### config.mk
export PLATFORM = sky130hd
export DESIGN_NAME = aom_output_mode
export DESIGN_NICKNAME = d
export VERILOG_FILES = /design/src/logic/aom_pkg.sv /design/src/logic/aom_output_mode.sv
export VERILOG_INCLUDE_DIRS = /design/src /design/src/logic
export SDC_FILE = /design/constraint.sdc
export NUM_CORES = 1
export LEC_CHECK = 0
export ABC_AREA = 1
export BUFFER_PORTS_ARGS = -buffer_cell sky130_fd_sc_hd__buf_2
export CAP_MARGIN = 20
export CELL_PAD_IN_SITES_DETAIL_PLACEMENT = 0
export CELL_PAD_IN_SITES_GLOBAL_PLACEMENT = 1
export CORE_MARGIN = 4
export CORE_UTILIZATION = 35
export DETAILED_ROUTE_END_ITERATION = 8
export GPL_TIMING_DRIVEN = 0
export PLACE_DENSITY_LB_ADDON = 0.08
export SYNTH_ARGS = -nofsm -noshare
export SYNTH_HDL_FRONTEND = slang
export SYNTH_SLANG_ARGS = --single-unit
### constraint.sdc
create_clock -name hclk -period 1.7 [get_ports hclk]
set_clock_uncertainty 0.1 [all_clocks]
set_input_delay 0.34 -clock hclk [delete_from_list [all_inputs] [get_ports hclk]]
set_output_delay 0.34 -clock hclk [all_outputs]
set_load 0.02 [all_outputs]
### src/logic/aom_defs.svh
// register offsets, field positions, reset values and timing of the output mode block
`ifndef AOM_DEFS_SVH
`define AOM_DEFS_SVH

`define AOM_CTRL_OFS 8'h00
`define AOM_STATUS_OFS 8'h04
`define AOM_RESULT_OFS 8'h08
`define AOM_COUNT_OFS 8'h0C

`define AOM_CTRL_SWAP_BIT 0
`define AOM_CTRL_CODE_BIT 1
`define AOM_CTRL_PORT_BIT 2
`define AOM_CTRL_FAST_BIT 3
`define AOM_CTRL_LOWP_BIT 4
`define AOM_CTRL_RST 5'h02

`define AOM_STAT_MODE_LSB 0
`define AOM_STAT_LATE_BIT 2
`define AOM_STAT_RAC_BIT 3
`define AOM_STAT_DIV_LSB 4
`define AOM_STAT_EXT_BIT 6
`define AOM_STAT_RDC_BIT 7

`define AOM_CLK_PERIOD_NS 10
`define AOM_SPACING_MAX_NS 1000000

`endif

### src/logic/aom_pkg.sv
// types of the output mode block
package aom_pkg;

  typedef enum logic [1:0] {
    AOM_MODE_NORMAL = 2'b00,
    AOM_MODE_FAST = 2'b01,
    AOM_MODE_LOW_POWER = 2'b10,
    AOM_MODE_UNDEFINED = 2'b11
  } aom_mode_e;

  typedef struct packed {
    logic ctrl_swap;
    logic ctrl_code;
    logic ctrl_port;
    logic ctrl_fast;
    logic ctrl_lowp;
    aom_mode_e mode;
    logic [15:0] result;
    logic [15:0] d_out;
    logic [15:0] d_oe;
    logic [3:0][2:0] sync;
    logic [3:0] filt;
    logic [1:0] divider;
    logic late;
    logic seen_conv;
    logic [19:0] spacing_cnt;
    logic [15:0] conv_count;
    logic ap_valid;
    logic ap_write;
    logic [7:0] ap_addr;
    logic [31:0] hrdata;
  } aom_state_s;

endpackage : aom_pkg

### src/logic/aom_output_mode.sv
// output formatting, mode selection and pin steering of the converter result port
//
// Behaviour
// - swap select low: low byte on lines 7..0; high swaps the halves.
// - code select high gives straight binary; low inverts the MSB.
// - fast select high, low-power low: fastest mode; host keeps minimum rate.
// - fast select low: accuracy held for any rate, no minimum imposed.
// - low-power high, fast low: reduced-power mode scaling with sample rate.
// - port select low: parallel port; high: serial mode reuses data pins.
// - lines 0 and 1 carry bits 0,1 in parallel; released in serial.
// - parallel mode drives bits 2 and 3 on lines 2 and 3.
// - serial master read-after-convert: lines 2,3 are divider inputs, else released.
//
// Decided for this implementation: the AHB-Lite slave port and the register offsets.
`timescale 1ns/1ns
`include "aom_defs.svh"

module aom_output_mode #(
  parameter int unsigned SPACING_MAX_CYC = `AOM_SPACING_MAX_NS / `AOM_CLK_PERIOD_NS
) (
  input wire logic hclk,
  input wire logic hresetn,
  input wire logic hsel,
  input wire logic [31:0] haddr,
  input wire logic [1:0] htrans,
  input wire logic hwrite,
  input wire logic [2:0] hsize,
  input wire logic [31:0] hwdata,
  input wire logic hready,
  output logic hreadyout,
  output logic hresp,
  output logic [31:0] hrdata,
  input wire logic conv_start,
  input wire logic result_valid,
  input wire logic [15:0] result_data,
  input wire logic [15:0] d_in,
  output logic [15:0] d_out,
  output logic [15:0] d_oe,
  output aom_pkg::aom_mode_e mode_select,
  output logic [1:0] serial_clock_divider,
  output logic spacing_late
);
  import aom_pkg::*;

  localparam logic [19:0] SPACING_LIMIT = 20'(SPACING_MAX_CYC);
  // pin index of each synchronised strap: divider 0, divider 1, clock source, read mode
  localparam int unsigned PIN_DIV0 = 2;
  localparam int unsigned PIN_DIV1 = 3;
  localparam int unsigned PIN_EXT = 4;
  localparam int unsigned PIN_RDC = 7;
  // reset image of the control word, split per field
  localparam logic [4:0] CTRL_RST = `AOM_CTRL_RST;
  localparam logic RST_SWAP = CTRL_RST[`AOM_CTRL_SWAP_BIT];
  localparam logic RST_CODE = CTRL_RST[`AOM_CTRL_CODE_BIT];
  localparam logic RST_PORT = CTRL_RST[`AOM_CTRL_PORT_BIT];
  localparam logic RST_FAST = CTRL_RST[`AOM_CTRL_FAST_BIT];
  localparam logic RST_LOWP = CTRL_RST[`AOM_CTRL_LOWP_BIT];
  // pin enable words of the two port types
  localparam logic [15:0] OE_PARALLEL = 16'hFFFF;
  localparam logic [15:0] OE_SERIAL = 16'h0000;

  aom_state_s st;
  aom_state_s next_st;

  logic addr_phase;
  logic serial_rac;
  logic [15:0] coded;
  logic [3:0] pin_sel;
  logic [31:0] read_word;
  logic [3:0] sync_agree;
  logic fast_armed;
  logic late_event;

  // a transfer is taken only while the bus is ready
  assign addr_phase = hsel && htrans[1] && hready;
  assign pin_sel = {d_in[PIN_RDC], d_in[PIN_EXT], d_in[PIN_DIV1], d_in[PIN_DIV0]};

  // the watchdog only runs in the fastest mode, once a conversion has been seen in any mode since reset
  assign fast_armed = st.mode == AOM_MODE_FAST && st.seen_conv;
  assign late_event = fast_armed && !conv_start &&
    st.spacing_cnt == SPACING_LIMIT - 20'h00001;

  // stages two and three agree: the filtered level may follow them
  for (genvar g = 0; g < 4; g++) begin : g_pin_agree
    assign sync_agree[g] = st.sync[g][1] == st.sync[g][2];
  end

  //////////////////////////////////////////////////////////////////////////////
  always_comb begin
    next_st = st;
    read_word = 32'h0000_0000;

    // three-stage synchronisers, filtered value moves once stages two and three agree
    for (int i = 0; i < 4; i++) begin
      next_st.sync[i] = {st.sync[i][1:0], pin_sel[i]};
      if (sync_agree[i]) begin
        next_st.filt[i] = st.sync[i][2];
      end
    end

    // data phase of a write lands here
    if (st.ap_valid && st.ap_write) begin
      case (st.ap_addr)
        `AOM_CTRL_OFS: begin
          // pins and mode follow at this same edge
          next_st.ctrl_swap = hwdata[`AOM_CTRL_SWAP_BIT];
          next_st.ctrl_code = hwdata[`AOM_CTRL_CODE_BIT];
          next_st.ctrl_port = hwdata[`AOM_CTRL_PORT_BIT];
          next_st.ctrl_fast = hwdata[`AOM_CTRL_FAST_BIT];
          next_st.ctrl_lowp = hwdata[`AOM_CTRL_LOWP_BIT];
        end
        `AOM_STATUS_OFS: begin
          // write one clears the late flag
          if (hwdata[`AOM_STAT_LATE_BIT]) begin
            next_st.late = 1'b0;
          end
        end
        default: begin
          // read-only and unmapped offsets ignore writes
        end
      endcase
    end

    // mode decode from the two selects
    case ({next_st.ctrl_lowp, next_st.ctrl_fast})
      2'b01: begin
        next_st.mode = AOM_MODE_FAST;
      end
      2'b10: begin
        next_st.mode = AOM_MODE_LOW_POWER;
      end
      2'b00: begin
        next_st.mode = AOM_MODE_NORMAL;
      end
      2'b11: begin
        // both selects high: shown as undefined, pins act as otherwise
        next_st.mode = AOM_MODE_UNDEFINED;
      end
      default: begin
        next_st.mode = AOM_MODE_NORMAL;
      end
    endcase

    // spacing watchdog, armed only in the fastest mode
    if (conv_start) begin
      next_st.seen_conv = 1'b1;
      next_st.spacing_cnt = 20'h00000;
    end else if (st.spacing_cnt != SPACING_LIMIT) begin
      // saturates, so one long gap flags once and never wraps
      next_st.spacing_cnt = st.spacing_cnt + 20'h00001;
    end
    // a clear written in the same cycle loses against a new late event
    if (late_event) begin
      next_st.late = 1'b1;
    end
    // other modes never flag a slow host
    if (st.mode != AOM_MODE_FAST) begin
      next_st.spacing_cnt = 20'h00000;
    end

    // result capture with output coding
    // coding follows the control word in force as the result arrives
    if (result_valid) begin
      next_st.result = coded;
      next_st.conv_count = st.conv_count + 16'h0001;
    end

    // pin steering
    serial_rac = next_st.ctrl_port && !next_st.filt[2] && !next_st.filt[3];
    if (!next_st.ctrl_port) begin
      next_st.d_oe = OE_PARALLEL;
      if (next_st.ctrl_swap) begin
        next_st.d_out[7:0] = next_st.result[15:8];
        next_st.d_out[15:8] = next_st.result[7:0];
      end else begin
        next_st.d_out[7:0] = next_st.result[7:0];
        next_st.d_out[15:8] = next_st.result[15:8];
      end
    end else begin
      // serial mode: every data line released; lines 0,1 and 2,3 included
      next_st.d_oe = OE_SERIAL;
      next_st.d_out = 16'h0000;
    end
    // lines 2 and 3 stay driven only in parallel mode
    next_st.d_oe[3:2] = next_st.ctrl_port ? 2'b00 : 2'b11;
    // divider pins only mean something in master read-after-convert
    if (serial_rac) begin
      next_st.divider = next_st.filt[1:0];
    end else begin
      next_st.divider = 2'b00;
    end

    // address phase: latch and prepare read data from the updated state
    if (addr_phase) begin
      next_st.ap_valid = 1'b1;
      next_st.ap_write = hwrite;
      next_st.ap_addr = haddr[7:0];
    end else begin
      next_st.ap_valid = 1'b0;
      next_st.ap_write = 1'b0;
      next_st.ap_addr = 8'h00;
    end
    case (haddr[7:0])
      `AOM_CTRL_OFS: begin
        read_word[`AOM_CTRL_SWAP_BIT] = next_st.ctrl_swap;
        read_word[`AOM_CTRL_CODE_BIT] = next_st.ctrl_code;
        read_word[`AOM_CTRL_PORT_BIT] = next_st.ctrl_port;
        read_word[`AOM_CTRL_FAST_BIT] = next_st.ctrl_fast;
        read_word[`AOM_CTRL_LOWP_BIT] = next_st.ctrl_lowp;
      end
      `AOM_STATUS_OFS: begin
        // bits 6 and 7 report the filtered clock-source and read-mode pins
        read_word[`AOM_STAT_MODE_LSB +: 2] = next_st.mode;
        read_word[`AOM_STAT_LATE_BIT] = next_st.late;
        read_word[`AOM_STAT_RAC_BIT] = serial_rac;
        read_word[`AOM_STAT_DIV_LSB +: 2] = next_st.divider;
        read_word[`AOM_STAT_EXT_BIT] = next_st.filt[2];
        read_word[`AOM_STAT_RDC_BIT] = next_st.filt[3];
      end
      `AOM_RESULT_OFS: begin
        read_word[15:0] = next_st.result;
      end
      `AOM_COUNT_OFS: begin
        read_word[15:0] = next_st.conv_count;
      end
      default: begin
        read_word = 32'h0000_0000;
      end
    endcase
    if (addr_phase && !hwrite) begin
      next_st.hrdata = read_word;
    end
  end

  // straight binary or inverted msb
  always_comb begin
    coded = result_data;
    if (!st.ctrl_code) begin
      coded[15] = ~result_data[15];
    end
  end

  //////////////////////////////////////////////////////////////////////////////
  always_ff @(posedge hclk or negedge hresetn) begin
    if (!hresetn) begin
      // every line released and every counter cleared while in reset
      st.ctrl_swap <= RST_SWAP;
      st.ctrl_code <= RST_CODE;
      st.ctrl_port <= RST_PORT;
      st.ctrl_fast <= RST_FAST;
      st.ctrl_lowp <= RST_LOWP;
      st.mode <= AOM_MODE_NORMAL;
      st.result <= 16'h0000;
      st.d_out <= 16'h0000;
      st.d_oe <= 16'h0000;
      st.sync <= '0;
      st.filt <= 4'h0;
      st.divider <= 2'b00;
      st.late <= 1'b0;
      st.seen_conv <= 1'b0;
      st.spacing_cnt <= 20'h00000;
      st.conv_count <= 16'h0000;
      st.ap_valid <= 1'b0;
      st.ap_write <= 1'b0;
      st.ap_addr <= 8'h00;
      st.hrdata <= 32'h0000_0000;
    end else begin
      st <= next_st;
    end
  end

  //////////////////////////////////////////////////////////////////////////////
  // every register answers at once: no wait states, always okay
  assign hreadyout = 1'b1;
  assign hresp = 1'b0;
  assign hrdata = st.hrdata;
  // pin and status outputs straight from the state register
  assign d_out = st.d_out;
  assign d_oe = st.d_oe;
  assign mode_select = st.mode;
  assign serial_clock_divider = st.divider;
  assign spacing_late = st.late;

endmodule : aom_output_mode

==> results.md <==
* Result of the run: complete, no violations
* Total net switching power at 2.59 mW
* Comb power frac at 0.207
* Cell with the most instances after synthesis: sky130_fd_sc_hd__nand2_1
* Die Y at 141 um
* Part of the total power dissipated in sequential elements at 0.374
* Power density relative to cell area at 1130 mW/mm^2
* Data arrival time of the worst path at 1.22 ns
* Number of rows in the core area at 48
* Crit path max fanout at 8
* # setup viols final at 0
* Cells on worst reg2reg path at 8
* Number of diodes at 0
* Initial antenna violation count at 0
* GR Overflow Total at 0
* Type of the setup path with the least slack: reg2out
* Largest stage delay on the critical path at 0.41 ns
* Seq. cell area at 0.00304 mm^2
* Fill cell total of the finished layout at 1727
* Count of endpoints failing hold in the final timing report at 0
* Worst reg-to-reg setup slack at 0.04 ns
* Global-route wire length before repair at 24500 um
* Insertion delay to the later sink of the worst-skew pair at 0.41 ns
* NumNets Final at 981
* Post-detailed-placement half-perimeter wirelength at 11100 um
* Number of pins exceeding their max-slew limit in the final report at 0
* Worst slack on hold paths at 0.0258 ns
* Final setup TNS at 0 ns
* GR met2 Demand/Resource at 0.270
* Main area contributors after synthesis: sky130_fd_sc_hd__dfrtp_1, sky130_fd_sc_hd__nand2_1, sky130_fd_sc_hd__buf_4
* Count of TritonRoute iterations in the first routing pass at 4
* Count of yosys warnings during synthesis at 0
* Most frequent cells after synthesis: sky130_fd_sc_hd__nand2_1, sky130_fd_sc_hd__dfrtp_1, sky130_fd_sc_hd__buf_4, sky130_fd_sc_hd__inv_1, sky130_fd_sc_hd__nor2_1
* Fraction of final layout cells with drive strength greater than 1 at 0.339
* Detailed-route wire length at 15000 um
* Commonest register cell after synthesis: sky130_fd_sc_hd__dfrtp_1
* Startpoint of the tightest hold check path: conv_start
* Initial Util at 0.357
* Portion of synthesized cell area occupied by the leading cell type at 0.487
* Routability-driven placement congestion ratio at 0.796
* Synth Cell Area at 0.00617 mm^2
* Util after Layout at 0.461
* Count of flip-flops with a built-in enable after synthesis at 0
* Sequential-to-total area share from yosys stat at 0.491
* Critical path's slowest cell: sky130_fd_sc_hd__dfrtp_2
* Minimum clock period at 1.66 ns
* Combined area of the multi-input logic cells at 0.00239 mm^2
* Synthesized area per cell at 8.58 um^2
* Via count of the first global-routing pass at 4883
* Cts bufs inserted at 17
* CTS tree: built
* Die Footprint at 0.0198 mm^2
* End of the worst register-to-register path: d_out[5]
* Netlist cell types at 48
* Violation count after the first detailed-route iteration at 218
* Clock transition at the register clock pins on the worst setup and hold paths after CTS at 0.06 ns
* WP data required at 1.26 ns
* DRC errors left at 0
* Top Usage Layer GRT: met2
* Critical Path End Type: output port
* Number of primary I/O pins at 179
* Max-Cap Viols at 0
* Highest attainable clock frequency at 602 MHz
* Post-route clock period utilization at 0.977
* Transition at the pin with the smallest max-transition slack at 0.631 ns
* R2R Path Start: st[37]
* Proportion of register bits with asynchronous set or reset after synthesis at 1.00
* Relative area change from synthesis to final layout at 29.2%
* Part of the total power dissipated in the clock network at 0.418
* Slew headroom at 0.579
* WL/cell at 13.6 um
* M1 GR Usage at 0.196
* Fraction of power spent switching nets at 0.287
* CTS root buffer: sky130_fd_sc_hd__clkbuf_16
* Deepest clock path buffer count at 2
* Number of sinks on the clock net at 121
* Detailed-route via count at 4922
* Gate count after technology mapping at 719
* Static Leakage at 4.11 nW
* Overall fraction of global-route tracks in use at 0.157
* Startpoint type of the worst setup path: register
* Internal power at 6.44 mW
* Worst Hold Endpoint: st[78]
* Peak supply drop at 0.723 mV
* Class of the most critical hold timing path: in2reg
* Die X at 141 um
* Pin count of the biggest net entering global routing at 90
* Cell breakdown of the critical path: buf_6 -> buf_4 -> buf_2
* Number of port buffers at 92
* Remaining antenna violation count at 0
* CTS HTree Levels at 4
* GR Util met3 at 0.0322
* Vias per std cell at 4.44
* Flip-flop and latch count after synthesis at 121
* Core footprint at 0.0173 mm^2
* Hold depth at 2
* Unrepaired setup endpoints after global routing: yes
* Yosys top cell by area: sky130_fd_sc_hd__dfrtp_1
-- final cells by class --
class                           instances  share of cell area
Sequential cell                       121               0.381
Multi-Input combinational cell        452               0.300
Timing Repair Buffer                  116              0.0891
Buffer                                 84              0.0789
Clock buffer                           20              0.0561
Inverter                               78              0.0377
Tap cell                              225              0.0353
Clock inverter                         12              0.0218
-- worst max-delay path: cells and delay by family (launching register included) --
| kind | cells | cell delay, ns |
|---|---|---|
| buffers and inverters | 3 | 0.40 |
| flip-flops | 1 | 0.41 |
-- repair_timing --
action / 4_1_cts / 5_1_grt
gates cloned: 0 / 1
endpoints found under the setup margin: 27 / 48
setup buffers: 2 / 15
endpoints found under the hold margin: 36 / 0
gates resized for setup: 10 / 25
hold buffers: 5 / 0
pin swaps: 1 / 13
-- through the flow --
step / power, mW / setup WS (ns) / instances / instance area (um^2)
2_1_floorplan: 4.62 / 0.224 / 735 / 6230
3_3_place_gp: 5.12 / -1.43 / 1052 / 6970
3_5_place_dp: 5.15 / -0.376 / 1053 / 7000
4_1_cts: 9.03 / -0.00678 / 1092 / 7730
5_1_grt: 9.50 / -0.0410 / 1108 / 7970
6_report: 9.03 / 0.0393 / 1108 / 7970
-- power groups by stage --
stage               Combinational, mW  Clock, mW  Sequential, mW
floorplan                        1.25          0            3.37
global placement                 1.70          0            3.42
detailed placement               1.73          0            3.42
CTS                              1.77       3.87            3.38
global route                     2.07       4.02            3.41
finish                           1.87       3.78            3.38
-- layout by cell type (no fill, tap or decap), drive strengths merged --
cell,synthesis,final
a21o,1,1
dfstp,1,1
a21oi,29,29
buf,80,190
clkbuf,4,25
o21a,1,1
nand3b,2,2
nor2,76,76
or2,4,4
nor3,9,9
o21ai,28,28
dfrtp,120,120
nand4,12,12
bufinv,0,4
a211oi,1,1
o2111ai,1,1
maj3,1,1
conb,2,18
clkinv,0,4
nand3,43,43
inv,78,78
o211ai,1,1
nand2,189,189
dlygate4sd3,0,5
xor2,6,6
o21bai,1,1
clkinvlp,0,4
nor4,2,2
and2,5,5
a31oi,15,15
xnor2,2,2
and3,2,2
ha,3,3
-- metal layers --
layer	part of all wire	vias to the layer above
li1	-	2511
met1	0.45	2308
met2	0.50	82
met3	0.031	21
met4	0.017	0
met5	0	-
-- logic make-up (layout without fill, tap and decap cells) --
logic type | count (synthesis) | count (layout) | synth area share
AND/OR/NAND/NOR | 344 | 344 | 0.258
buffers and inverters | 162 | 310 | 0.148
flip-flops | 121 | 121 | 0.491
AO/OA/AOI/OAI | 78 | 78 | 0.0810
XOR/XNOR | 8 | 8 | 0.0126
adder cells (fa/ha/maj) | 4 | 4 | 0.00771
other | 2 | 18 | 0.00122
-- worst max-delay path by stage --
stage / start / endpoint / slack, ns / cells past startpoint
3_3_place_gp: hresetn / st[56] / -1.43 / 1
2_1_floorplan: st[58] / st[58] / 0.22 / 7
4_1_cts: d_oe[14] / d_oe[6] / -0.007 / 2
5_1_grt: st[33] / d_out[9] / -0.04 / 10
3_5_place_dp: hready / hrdata[14] / -0.38 / 7
6_report: d_oe[14] / d_oe[6] / 0.04 / 3
-- flip-flops by register name (all words and copies together) (netlist names) --
name and count:
serial_clock_divider 2, mode_select 1, spacing_late 1, st 76, next_st 8, d_out 16
d_oe 1, hrdata 16
(Power assumes the default switching activity.)
